## src/shared/aicav_pkg.sv

```systemverilog
// Shared constants and types for the converter interrupt, compare and averaging block
package aicav_pkg;

    localparam int          DATA_W        = 12;
    localparam int          NUM_SEQ       = 4;
    localparam int          NUM_CMP       = 8;
    localparam int          NUM_SRC       = 12;

    // Register byte offsets
    localparam logic [11:0] OFF_RAW       = 12'h000;
    localparam logic [11:0] OFF_EN        = 12'h004;
    localparam logic [11:0] OFF_MASKED    = 12'h008;
    localparam logic [11:0] OFF_CLR       = 12'h00C;
    localparam logic [11:0] OFF_CMP_STAT  = 12'h010;
    localparam logic [11:0] OFF_AVG       = 12'h014;
    localparam logic [11:0] OFF_CMP_RST   = 12'h018;
    localparam logic [11:0] OFF_CMP_BASE  = 12'h040;
    localparam logic [11:0] OFF_THR_BASE  = 12'h060;

    // Source bit groups inside the 12-bit raw/enable/masked words
    localparam int          POS_DONE      = 0;
    localparam int          POS_DMA       = 4;
    localparam int          POS_CMP       = 8;

    // Comparator control word fields
    localparam int          POS_IRQ_MODE  = 0;
    localparam int          POS_IRQ_BAND  = 2;
    localparam int          POS_TRG_MODE  = 4;
    localparam int          POS_TRG_BAND  = 6;

    // Comparator history reset word fields
    localparam int          POS_RST_TRG   = 0;
    localparam int          POS_RST_IRQ   = 16;

    localparam logic [2:0]  AVG_MAX       = 3'h6;
    localparam logic [11:0] THR_LOW_RST   = 12'h000;
    localparam logic [11:0] THR_HIGH_RST  = 12'hFFF;

    typedef enum logic [1:0] {
        AICAV_BAND_LOW  = 2'b00,
        AICAV_BAND_MID  = 2'b01,
        AICAV_BAND_HIGH = 2'b10,
        AICAV_BAND_NONE = 2'b11
    } aicav_band_t;

    typedef enum logic [1:0] {
        AICAV_MODE_ALWAYS  = 2'b00,
        AICAV_MODE_ONCE    = 2'b01,
        AICAV_MODE_HALWAYS = 2'b10,
        AICAV_MODE_HONCE   = 2'b11
    } aicav_mode_t;

    typedef struct packed {
        logic        valid;
        logic [1:0]  seq;
        logic [2:0]  cmp;
        logic        cmp_en;
        logic [11:0] data;
    } aicav_sample_t;

    typedef struct packed {
        logic        valid;
        logic [1:0]  seq;
        logic [11:0] data;
    } aicav_result_t;

endpackage

```

## src/rtl/aicav_top.sv

```systemverilog
// Interrupt, digital comparator and hardware averaging control with an APB slave
`timescale 1ns/10ps
module aicav_top
    import aicav_pkg::*;
(
    // Clock and reset
    input  wire logic          pclk,
    input  wire logic          presetn,
    input  wire logic          clk_en,
    // APB slave
    input  wire logic          psel,
    input  wire logic          penable,
    input  wire logic          pwrite,
    input  wire logic [11:0]   paddr,
    input  wire logic [31:0]   pwdata,
    output logic               pready,
    output logic [31:0]        prdata,
    output logic               pslverr,
    // Conversion input and sequencer events
    input  wire aicav_sample_t conv_in,
    input  wire logic [3:0]    seq_done,
    input  wire logic [3:0]    seq_dma,
    // Results and outputs
    output aicav_result_t      result_out,
    output logic [7:0]         cmp_trigger,
    output logic               irq
);

    logic [11:0]       raw_ff, nxt_raw;
    logic [11:0]       en_ff, nxt_en;
    logic [7:0]        cmp_stat_ff, nxt_cmp_stat;
    logic [2:0]        avg_ff, nxt_avg;
    logic [7:0][7:0]   cmp_ctl_ff, nxt_cmp_ctl;
    logic [7:0][11:0]  thr_lo_ff, nxt_thr_lo;
    logic [7:0][11:0]  thr_hi_ff, nxt_thr_hi;
    logic [31:0]       rdata_ff, nxt_rdata;
    logic [7:0]        cmp_ev;
    logic [7:0]        trg_ev;
    logic [7:0]        rst_trg;
    logic [7:0]        rst_irq;
    logic              wr_acc;
    logic              rd_acc;
    logic [11:0]       masked;

    assign wr_acc  = psel && penable && pwrite && clk_en;
    assign rd_acc  = psel && !penable && !pwrite && clk_en;
    assign pready  = 1'b1;
    assign pslverr = 1'b0;
    assign prdata  = rdata_ff;
    assign masked  = raw_ff & en_ff;
    assign irq     = |masked;

    // Comparator reset strobes act in the write cycle only
    always_comb
    begin
        rst_trg = '0;
        rst_irq = '0;
        if (wr_acc && paddr == OFF_CMP_RST)
        begin
            rst_trg = pwdata[POS_RST_TRG +: 8];
            rst_irq = pwdata[POS_RST_IRQ +: 8];
        end
    end

    // Register next-state
    always_comb
    begin
        logic [11:0] ev;
        logic [11:0] clr;
        ev           = '0;
        clr          = '0;
        nxt_en       = en_ff;
        nxt_avg      = avg_ff;
        nxt_cmp_ctl  = cmp_ctl_ff;
        nxt_thr_lo   = thr_lo_ff;
        nxt_thr_hi   = thr_hi_ff;
        nxt_cmp_stat = cmp_stat_ff;
        nxt_rdata    = rdata_ff;
        // Comparator source bit per sequencer is set by any comparator interrupt event on it
        for (int s = 0; s < NUM_SEQ; s++)
        begin
            ev[POS_DONE + s] = seq_done[s];
            ev[POS_DMA + s]  = seq_dma[s];
            ev[POS_CMP + s]  = |cmp_ev && conv_in.seq == 2'(s);
        end
        if (wr_acc)
        begin
            case (paddr)
                OFF_EN:
                begin
                    nxt_en = pwdata[11:0];
                    // Newly enabled completion sources drop stale status
                    clr[3:0] = pwdata[3:0] & ~en_ff[3:0];
                end
                OFF_CLR:      clr = pwdata[11:0];
                OFF_AVG:
                    if (pwdata[2:0] <= AVG_MAX)
                        nxt_avg = pwdata[2:0];
                default:
                begin
                    for (int c = 0; c < NUM_CMP; c++)
                    begin
                        if (paddr == OFF_CMP_BASE + 12'(4 * c))
                            nxt_cmp_ctl[c] = pwdata[7:0];
                        if (paddr == OFF_THR_BASE + 12'(4 * c))
                        begin
                            nxt_thr_lo[c] = pwdata[11:0];
                            nxt_thr_hi[c] = pwdata[27:16];
                        end
                    end
                end
            endcase
        end
        // Set wins over clear
        nxt_raw = (raw_ff & ~clr) | ev;
        if (wr_acc && paddr == OFF_CMP_STAT)
            nxt_cmp_stat = cmp_stat_ff & ~pwdata[7:0];
        nxt_cmp_stat = nxt_cmp_stat | cmp_ev;
        if (rd_acc)
        begin
            nxt_rdata = '0;
            case (paddr)
                OFF_RAW:      nxt_rdata[11:0] = raw_ff;
                OFF_EN:       nxt_rdata[11:0] = en_ff;
                OFF_MASKED:   nxt_rdata[11:0] = masked;
                OFF_CMP_STAT: nxt_rdata[7:0]  = cmp_stat_ff;
                OFF_AVG:      nxt_rdata[2:0]  = avg_ff;
                default:
                begin
                    for (int c = 0; c < NUM_CMP; c++)
                    begin
                        if (paddr == OFF_CMP_BASE + 12'(4 * c))
                            nxt_rdata[7:0] = cmp_ctl_ff[c];
                        if (paddr == OFF_THR_BASE + 12'(4 * c))
                            nxt_rdata = {4'h0, thr_hi_ff[c], 4'h0, thr_lo_ff[c]};
                    end
                end
            endcase
        end
    end

    always_ff @(posedge pclk or negedge presetn)
    begin
        if (!presetn)
        begin
            raw_ff      <= '0;
            en_ff       <= '0;
            cmp_stat_ff <= '0;
            avg_ff      <= '0;
            cmp_ctl_ff  <= '0;
            thr_lo_ff   <= {NUM_CMP{THR_LOW_RST}};
            thr_hi_ff   <= {NUM_CMP{THR_HIGH_RST}};
            rdata_ff    <= '0;
        end
        else if (clk_en)
        begin
            raw_ff      <= nxt_raw;
            en_ff       <= nxt_en;
            cmp_stat_ff <= nxt_cmp_stat;
            avg_ff      <= nxt_avg;
            cmp_ctl_ff  <= nxt_cmp_ctl;
            thr_lo_ff   <= nxt_thr_lo;
            thr_hi_ff   <= nxt_thr_hi;
            rdata_ff    <= nxt_rdata;
        end
    end

    // Digital comparators; they see each result as delivered after averaging
    genvar gc;
    generate
        for (gc = 0; gc < NUM_CMP; gc++)
        begin : g_cmp
            aicav_band_t band;
            logic [1:0]  prev_i_ff, nxt_prev_i;
            logic [1:0]  prev_t_ff, nxt_prev_t;
            logic        arm_i_ff, nxt_arm_i;
            logic        arm_t_ff, nxt_arm_t;
            logic        hit;
            logic        hit_i, hit_t;

            assign hit = result_out.valid && conv_in.cmp_en && conv_in.cmp == 3'(gc);

            always_comb
            begin
                if (result_out.data <= thr_lo_ff[gc])
                    band = AICAV_BAND_LOW;
                else if (result_out.data <= thr_hi_ff[gc])
                    band = AICAV_BAND_MID;
                else
                    band = AICAV_BAND_HIGH;
            end

            aicav_judge u_irq (
                .band     (band),
                .prev     (prev_i_ff),
                .armed    (arm_i_ff),
                .ctl      (cmp_ctl_ff[gc][POS_IRQ_MODE +: 4]),
                .hit      (hit_i),
                .nxt_arm  (nxt_arm_i)
            );
            aicav_judge u_trg (
                .band     (band),
                .prev     (prev_t_ff),
                .armed    (arm_t_ff),
                .ctl      (cmp_ctl_ff[gc][POS_TRG_MODE +: 4]),
                .hit      (hit_t),
                .nxt_arm  (nxt_arm_t)
            );

            always_comb
            begin
                nxt_prev_i = prev_i_ff;
                nxt_prev_t = prev_t_ff;
                if (hit)
                begin
                    nxt_prev_i = band;
                    nxt_prev_t = band;
                end
                if (rst_irq[gc])
                    nxt_prev_i = AICAV_BAND_NONE;
                if (rst_trg[gc])
                    nxt_prev_t = AICAV_BAND_NONE;
            end

            always_ff @(posedge pclk or negedge presetn)
            begin
                if (!presetn)
                begin
                    prev_i_ff <= AICAV_BAND_NONE;
                    prev_t_ff <= AICAV_BAND_NONE;
                    arm_i_ff  <= 1'b0;
                    arm_t_ff  <= 1'b0;
                end
                else if (clk_en)
                begin
                    prev_i_ff <= nxt_prev_i;
                    prev_t_ff <= nxt_prev_t;
                    arm_i_ff  <= rst_irq[gc] ? 1'b0 : (hit ? nxt_arm_i : arm_i_ff);
                    arm_t_ff  <= rst_trg[gc] ? 1'b0 : (hit ? nxt_arm_t : arm_t_ff);
                end
            end

            assign cmp_ev[gc]      = hit && hit_i;
            assign trg_ev[gc]      = hit && hit_t;
            assign cmp_trigger[gc] = trg_ev[gc];
        end
    endgenerate

    // Hardware averager: one accumulator per sequencer
    logic [3:0][17:0]  acc_ff, nxt_acc;
    logic [3:0][6:0]   cnt_ff, nxt_cnt;
    aicav_result_t     res_ff, nxt_res;
    logic [6:0]        factor;

    assign factor     = 7'(1) << avg_ff;
    assign result_out = res_ff;

    always_comb
    begin
        logic [17:0] sum;
        sum     = '0;
        nxt_acc = acc_ff;
        nxt_cnt = cnt_ff;
        nxt_res = '0;
        if (conv_in.valid)
        begin
            sum = acc_ff[conv_in.seq] + 18'(conv_in.data);
            if (avg_ff == 3'h0)
            begin
                nxt_res = '{valid: 1'b1, seq: conv_in.seq, data: conv_in.data};
            end
            else if (cnt_ff[conv_in.seq] == factor - 7'(1))
            begin
                // Only a full set of samples leaves the averager
                nxt_res = '{valid: 1'b1, seq: conv_in.seq, data: 12'(sum >> avg_ff)};
                nxt_acc[conv_in.seq] = '0;
                nxt_cnt[conv_in.seq] = '0;
            end
            else
            begin
                nxt_acc[conv_in.seq] = sum;
                nxt_cnt[conv_in.seq] = cnt_ff[conv_in.seq] + 7'(1);
            end
        end
        // A factor change drops partial sums so no mixed average escapes
        if (wr_acc && paddr == OFF_AVG)
        begin
            nxt_acc = '0;
            nxt_cnt = '0;
        end
    end

    always_ff @(posedge pclk or negedge presetn)
    begin
        if (!presetn)
        begin
            acc_ff <= '0;
            cnt_ff <= '0;
            res_ff <= '0;
        end
        else if (clk_en)
        begin
            acc_ff <= nxt_acc;
            cnt_ff <= nxt_cnt;
            res_ff <= nxt_res;
        end
    end
endmodule

// Band mode judge: returns whether this sample fires and the new hysteresis arm
module aicav_judge
    import aicav_pkg::*;
(
    input  wire aicav_band_t band,
    input  wire logic [1:0]  prev,
    input  wire logic        armed,
    input  wire logic [3:0]  ctl,
    output logic             hit,
    output logic             nxt_arm
);
    aicav_mode_t mode;
    logic [1:0]  sel;
    logic        in_band;
    logic        entry;
    logic        opposite;

    assign mode     = aicav_mode_t'(ctl[1:0]);
    assign sel      = ctl[3:2];
    assign in_band  = band == aicav_band_t'(sel);
    assign entry    = in_band && prev != sel;
    // Band code 3 selects no band, which disables the judge
    assign opposite = (sel == 2'(AICAV_BAND_LOW) && band == AICAV_BAND_HIGH)
                   || (sel == 2'(AICAV_BAND_HIGH) && band == AICAV_BAND_LOW);

    always_comb
    begin
        hit     = 1'b0;
        nxt_arm = armed || opposite;
        case (mode)
            AICAV_MODE_ALWAYS:  hit = in_band;
            AICAV_MODE_ONCE:    hit = entry;
            AICAV_MODE_HALWAYS: hit = in_band && armed;
            AICAV_MODE_HONCE:   hit = entry && armed;
            default:            hit = 1'b0;
        endcase
        if (hit && (mode == AICAV_MODE_HALWAYS || mode == AICAV_MODE_HONCE))
            nxt_arm = 1'b0;
    end
endmodule

```

## config.mk

```make
export PLATFORM = sky130hd
export DESIGN_NAME = aicav_top
export DESIGN_NICKNAME = d
export VERILOG_FILES = /design/src/shared/aicav_pkg.sv /design/src/rtl/aicav_top.sv
export SDC_FILE = /design/constraint.sdc
export NUM_CORES = 1
export LEC_CHECK = 0
export ABC_AREA = 0
export BUFFER_PORTS_ARGS = -buffer_cell sky130_fd_sc_hd__buf_2
export CORE_MARGIN = 1
export CORE_UTILIZATION = 57
export DETAILED_ROUTE_END_ITERATION = 12
export PLACE_DENSITY_LB_ADDON = 0.25
export RECOVER_POWER = 100
export SYNTH_ARGS = -nofsm -noshare
export SYNTH_HDL_FRONTEND = slang
export SYNTH_SLANG_ARGS = --single-unit
```

## constraint.sdc

```tcl
create_clock -name pclk -period 3.71 [get_ports pclk]
set_clock_uncertainty 0.2 [all_clocks]
set_input_delay 0.742 -clock pclk [delete_from_list [all_inputs] [get_ports pclk]]
set_output_delay 0.742 -clock pclk [all_outputs]
set_load 0.02 [all_outputs]
```

==> results.toml, run 1 <==
[cts]
cts-root-buf = "sky130_fd_sc_hd__clkbuf_16"
cts-root-to-sink-buffers = 3
tritoncts = "done"
cts_made_buffers = 53
cts.clk_slew.worst_paths_ps = 70
cts_num_sinks = 478
latest_clock_arrival_within_the_worst_skew_pair_ps = 630
htreeDepth = 2
postCtsHoldBufs = 0

[sta]
final_worst_path_setup_slack_ps = -808
layout_min_cycle_time_ps = 4520
maxClockFrequency_ghz = 0.221
setup_violations = 17
final.setup.tns_ps = -8440
slew_violations = 95
max-slew-margin-rel_pct = -83.0
grt_setup_unrepaired = "true"
tightestPinTransition_ps = 2740
min_period_over_period_pct = 122
timing_hold_violations_final = 0
timing.hold.ws_ps = 147

[placement]
dp_slack_ps = -636
placed_cells = 4105
port_buffers = 116
post_detailed_placement_half_perimeter_wirelength_mm = 78.7
final_gp_congestion = 0.987
dpl-instance-area_um2 = 33800

[detailed_routing]
drc_errors = 0
ant_nets = 0
via_count = 28100
dr.first_iter.drc_count = 2710
post_drt_via_cell_ratio = 6.55
finalWirelength_mm = 110
drt_pre_antenna_iters = 7
route.detailed.wl_per_inst_um = 25.6

[pwr]
irDropWorstVdd_v = 0.000340
p_sw_mw = 4.14
internal-power_mw = 10.1
power_per_cell_area_nw_per_um2 = 382
power_leakage_nw = 16.5
power_switching_share_pct = 29.1
power_mw = 14.2
comb_power_share_pct = 19.6
clockPowerShare_pct = 39.9
power.sequential.fraction_pct = 40.5

[run_status]
outcome = "finished with violations"
failing_checks = "capacitance limit, slew limit, setup timing"

[synthesis]
synth_simple_gate_area_share_pct = 13.7
synth.area.mux_share_pct = 13.4
synth_edf_count = 0
ys_ff_latch = 478
avgSynthCellArea_um2 = 9.64
synth_xor_area_share_pct = 1.16
synth_warnings = 0
post_synthesis_compound_gate_area_fraction_pct = 17.1
synth_top_family_by_area = "compound AO/OA/AOI/OAI gates"
syn_area_um2 = 29900
postSynth.asyncResetShare_pct = 100
seq_area_frac_synth_pct = 40.5
synth_fa_ha_area_share_pct = 8.68
synth_ff_type = "sky130_fd_sc_hd__dfrtp_1"
netlist_instances = 3105
library_cells_used_by_synthesis = 101

[global_route]
grt.overflow.total = 0
grt_max_degree = 101
grt_antenna_before_repair = 4
vias_in_the_first_global_route = 28200
global_route_usage_over_all_layers_pct = 41.1
grt_pass1_wl_mm = 167

[floorplan]
std_cell_rows = 83
die_height_um = 231
total_die_area_um2 = 53400
floorplan.io_pins = 135
core_um2 = 51600
start_util_pct = 58.0
die_w_um = 231

[cells_and_area]
final_core_utilization_pct = 72.2
mostFrequentLayoutCells = "374 x sky130_fd_sc_hd__buf_4, 363 x sky130_fd_sc_hd__nand2_1, 346 x sky130_fd_sc_hd__dfrtp_1"
fill_cells = 3727
drive_gt1_share_pct = 34.6
fin_cells = 4282
finish.net_count = 3839
finish.instance_area_um2 = 37300
area_growth_pct = 24.5
final_common_cell = "sky130_fd_sc_hd__buf_4"

[setup_path]
crit_type = "reg -> out"
worst-endpoint-required_ps = 2770
cp-start-kind = "flip-flop"
cp-end-kind = "primary output"
worst-path-max-fanout = 5
worst-endpoint-arrival_ps = 3580

[job]
maxCapViolations = 1

[min_path]
worstHoldPathType = "in -> reg"
cells in the mapped netlist, drive strengths merged (7+ instances only):
master,number,area share [%]
a211o,13,0.38
a211oi,22,0.57
a21o,33,0.83
a21oi,304,5.1
a221oi,31,0.93
a222oi,23,0.77
a22o,24,0.70
a22oi,39,0.98
a311oi,9,0.31
a31oi,41,0.86
and2,7,0.15
and3,12,0.25
buf,64,1.2
clkbuf,105,1.3
dfrtp,350,29
dfstp,128,11
ha,206,8.6
inv,226,2.8
mux2,280,11
mux2i,24,0.80
mux4,28,2.1
nand2,370,4.7
nand2b,24,0.50
nand3,58,0.99
nand3b,10,0.25
nand4,57,1.2
nor2,189,2.4
nor2b,33,0.69
nor3,39,0.72
nor3b,13,0.33
nor4,9,0.24
o211ai,32,0.80
o21a,12,0.30
o21ai,104,1.8
o22a,13,0.38
o22ai,11,0.23
o31ai,9,0.23
o32ai,7,0.20
or2,7,0.15
or3,10,0.21
xnor2,27,0.84
xor2,11,0.32
state kept, by name (all words and copies together) (netlist names):
name and flops:
en_ff 12, cmp_stat_ff 8, thr_lo_ff 96, cmp_ctl_ff 64
g_cmp.prev_i_ff 16, cnt_ff 28, thr_hi_ff 96, avg_ff 3
prdata 24, g_cmp.arm_t_ff 8, acc_ff 72, result_out 15
raw_ff 12, g_cmp.arm_i_ff 8, g_cmp.prev_t_ff 16
cell type report:
class	count	area (um^2)	area share, %
clock inverters	35	412	1.10
well taps	680	851	2.28
diodes	3	7.51	0.0201
flip-flops and latches	478	12100	32.5
repair buffers	556	4260	11.4
multi-input cells	2238	17300	46.5
inverters	228	860	2.31
clock buffers	64	1440	3.86
path summary, 6_finish.rpt:
path	startpoint	end	slack, ps	cells after the start
setup / recovery	result_out[0]	cmp_trigger[5]	-810	13
hold / removal	seq_dma[3]	raw_ff[7]	150	2
setup reg to reg	result_out[0]	g_cmp[3].prev_i_ff[0]	-770	27
hold reg to reg	prdata[17]	prdata[17]	280	2
max in group asynchronous	presetn	acc_ff[43]	140	2
min in group asynchronous	presetn	prdata[25]	760	1
power by group through the flow:
stage	Combinational (mW)	Clock (mW)	Sequential [mW]
after floorplan	1.14	0	5.82
after global placement	2.17	0	5.81
after detailed placement	2.25	0	5.83
after CTS	2.64	5.68	5.75
after global routing	2.98	5.91	5.78
final	2.79	5.67	5.76
layer usage:
metal	track usage, %	share of wire [%]	up-vias
li1	-	-	12200
met1	51.8	38	13900
met2	65.4	46	1579
met3	8.53	9.4	402
met4	24.3	6.5	4
met5	0	0.019	-
critical path: stages (launching register included):
cell	delay (ps)
sky130_fd_sc_hd__dfrtp_1	410
sky130_fd_sc_hd__clkinvlp_4	280
sky130_fd_sc_hd__buf_8	240
sky130_fd_sc_hd__buf_6	130
sky130_fd_sc_hd__ha_4	250
sky130_fd_sc_hd__nand4_1	170
sky130_fd_sc_hd__nor4_2	330
sky130_fd_sc_hd__a31oi_2	120
sky130_fd_sc_hd__buf_4	200
sky130_fd_sc_hd__nand2b_4	150
sky130_fd_sc_hd__nor4bb_4	290
sky130_fd_sc_hd__o21ai_2	120
sky130_fd_sc_hd__a21oi_2	120
sky130_fd_sc_hd__buf_6	130
kinds of logic (layout without fill, tap and decap cells):
| logic type | count (synthesis) | after routing |
|---|---|---|
| xor gates and xnor gates | 38 | 38 |
| other | 2 | 13 |
| adders and majority gates | 207 | 207 |
| and+or+nand+nor | 866 | 866 |
| DFF | 478 | 478 |
| buffers and inverters | 397 | 883 |
| AOI/OAI and AO/OA | 785 | 785 |
| muxes | 332 | 332 |
repair_timing:
| action | in CTS | in global routing |
|---|---|---|
| setup buffers | 78 | 15 |
| pin swaps | 80 | 39 |
| resized for setup | 174 | 78 |
| gates cloned | 1 | 0 |
| setup endpoints to repair | 17 | 58 |
No activity file was read; power rests on OpenSTA's default activity.
==> run 2, diff against run 1 <==
--- a/config.mk
+++ b/config.mk
@@ -8,7 +8,7 @@
 export ABC_AREA = 0
 export BUFFER_PORTS_ARGS = -buffer_cell sky130_fd_sc_hd__buf_2
 export CORE_MARGIN = 1
-export CORE_UTILIZATION = 57
+export CORE_UTILIZATION = 30
 export DETAILED_ROUTE_END_ITERATION = 12
 export PLACE_DENSITY_LB_ADDON = 0.25
 export RECOVER_POWER = 100
==> run 2 against run 1 <==
The flow still finishes with violations (capacitance limit, slew limit, setup timing). Critical endpoint is now cmp_trigger[3]. Count of clock-buffer cells in the layout increased by 31. Sequential power hardly changed. Highest routed layer unchanged. Utilization shrank 33 points.
==> results.toml, run 2 (synthesis results as in run 1) <==
[pwr]
irDropWorstVdd_v = 0.000362
power_leakage_nw = 16.7
power_mw = 14.2
power_per_cell_area_nw_per_um2 = 367

[floorplan]
total_die_area_um2 = 101000
core_um2 = 98600
start_util_pct = 30.4
die_height_um = 318
floorplan.io_pins = 135
std_cell_rows = 115
die_w_um = 318

[detailed_routing]
ant_nets = 0
via_count = 26500
drc_errors = 0
drt_pre_antenna_iters = 10
post_drt_via_cell_ratio = 5.37
dr.first_iter.drc_count = 2020
route.detailed.wl_per_inst_um = 23.0
finalWirelength_mm = 113

[placement]
port_buffers = 116
final_gp_congestion = 0.938
placed_cells = 4748
post_detailed_placement_half_perimeter_wirelength_mm = 82.8

[global_route]
vias_in_the_first_global_route = 26200
global_route_usage_over_all_layers_pct = 22.0
grt_pass1_wl_mm = 169
grt.overflow.total = 0
grt_max_degree = 101
grt_antenna_before_repair = 11

[setup_path]
cp-end-kind = "primary output"
worst-endpoint-arrival_ps = 3520
cp-start-kind = "flip-flop"
worst-endpoint-required_ps = 2770
crit_type = "reg -> out"
worst-path-max-fanout = 5
worst-r2r-setup-slack_ps = -40

[sta]
slew_violations = 73
tightestPinTransition_ps = 2060
max-slew-margin-rel_pct = -37.2
grt_setup_unrepaired = "true"
timing.hold.ws_ps = 212
timing_hold_violations_final = 0
setup_violations = 19
final_worst_path_setup_slack_ps = -748
maxClockFrequency_ghz = 0.224
min_period_over_period_pct = 120
layout_min_cycle_time_ps = 4460

[cells_and_area]
fin_cells = 4927
area_growth_pct = 29.0
final_common_cell = "sky130_fd_sc_hd__buf_4"
finish.net_count = 3871
mostFrequentLayoutCells = "376 x sky130_fd_sc_hd__buf_4, 355 x sky130_fd_sc_hd__nand2_1, 345 x sky130_fd_sc_hd__dfrtp_1"
largest_registers_in_the_final_layout = "thr_hi_ff x96, thr_lo_ff x96, acc_ff x72"
drive_gt1_share_pct = 34.7

[run_status]
failing_checks = "capacitance limit, slew limit, setup timing"
outcome = "finished with violations"

[cts]
cts.clk_slew.worst_paths_ps = 60
cts_made_buffers = 56
latest_clock_arrival_within_the_worst_skew_pair_ps = 640
cts_num_sinks = 478
cts-root-to-sink-buffers = 3
htreeDepth = 2
tritoncts = "done"
cts-root-buf = "sky130_fd_sc_hd__clkbuf_16"

[job]
maxCapViolations = 1

[min_path]
worstHoldPathType = "in -> reg"
==> run 2: final timing paths <==
kind / startpoint / endpoint / depth (start not counted)
setup / recovery: result_out[11] / cmp_trigger[3] / 13
hold / removal: seq_done[3] / raw_ff[3] / 2
setup reg to reg: result_out[11] / raw_ff[11] / 16
hold reg to reg: prdata[27] / prdata[27] / 2
max in group asynchronous: presetn / result_out[11] / 3
min in group asynchronous: presetn / cmp_ctl_ff[15] / 2
==> run 2: final cells by class <==
type,instances,area (um^2)
Tap cell,1287,1610
Multi-Input combinational cell,2238,17500
Clock buffer,95,1700
Fill cell,9870,60000
Timing Repair Buffer,585,4630
Antenna cell,6,15.0
Sequential cell,478,12100
Clock inverter,10,114
Inverter,228,856
==> run 2: through the flow <==
stage	setup TNS [ps]	worst slack (ps)	instance area [um^2]	utilization [%]
floorplan	-8760	-634	30100	-
global placement	-38080	-588	35000	35.5
detailed placement	-33650	-616	35000	35.5
CTS	-6020	-759	38000	38.6
global route	-33060	-849	38600	39.1
finish	-6140	-748	38600	39.2
==> run 2: worst max-delay path, stage by stage, from the launching register on <==
cell and delay [ps]:
sky130_fd_sc_hd__dfrtp_4 580, sky130_fd_sc_hd__buf_6 160, sky130_fd_sc_hd__buf_6 110, sky130_fd_sc_hd__ha_4 260, sky130_fd_sc_hd__and3_4 180, sky130_fd_sc_hd__nand4_1 130
sky130_fd_sc_hd__or2_4 310, sky130_fd_sc_hd__nand2_2 80, sky130_fd_sc_hd__nand2_2 60, sky130_fd_sc_hd__a311o_1 340, sky130_fd_sc_hd__a211oi_2 240, sky130_fd_sc_hd__a21boi_2 180
sky130_fd_sc_hd__buf_4 140, sky130_fd_sc_hd__buf_6 110
==> run 2: metal layers <==
metal | track usage [%] | wire, um | vias up
met5 | 0 | 65 | -
met3 | 4.24 | 7290 | 215
met2 | 35.8 | 52200 | 768
met1 | 29.4 | 49800 | 13200
li1 | - | - | 12300
met4 | 6.84 | 3880 | 12
==> run 2: power by group <==
group          switching [mW]  leakage (nW)  internal, mW  total [mW]
Sequential              0.244          6.09          5.51        5.76
Clock                    2.36         0.875          3.23        5.59
Combinational            1.54          9.73          1.28        2.82
==> run 2: what timing repair did <==
action / 4_1_cts / 5_1_grt
hold endpoints to repair: 36 / 0
endpoints found under the setup margin: 14 / 32
pin swaps: 62 / 87
resized for setup: 167 / 100
gates cloned: 2 / 0
setup buffers: 37 / 32
hold buffers: 1 / 0
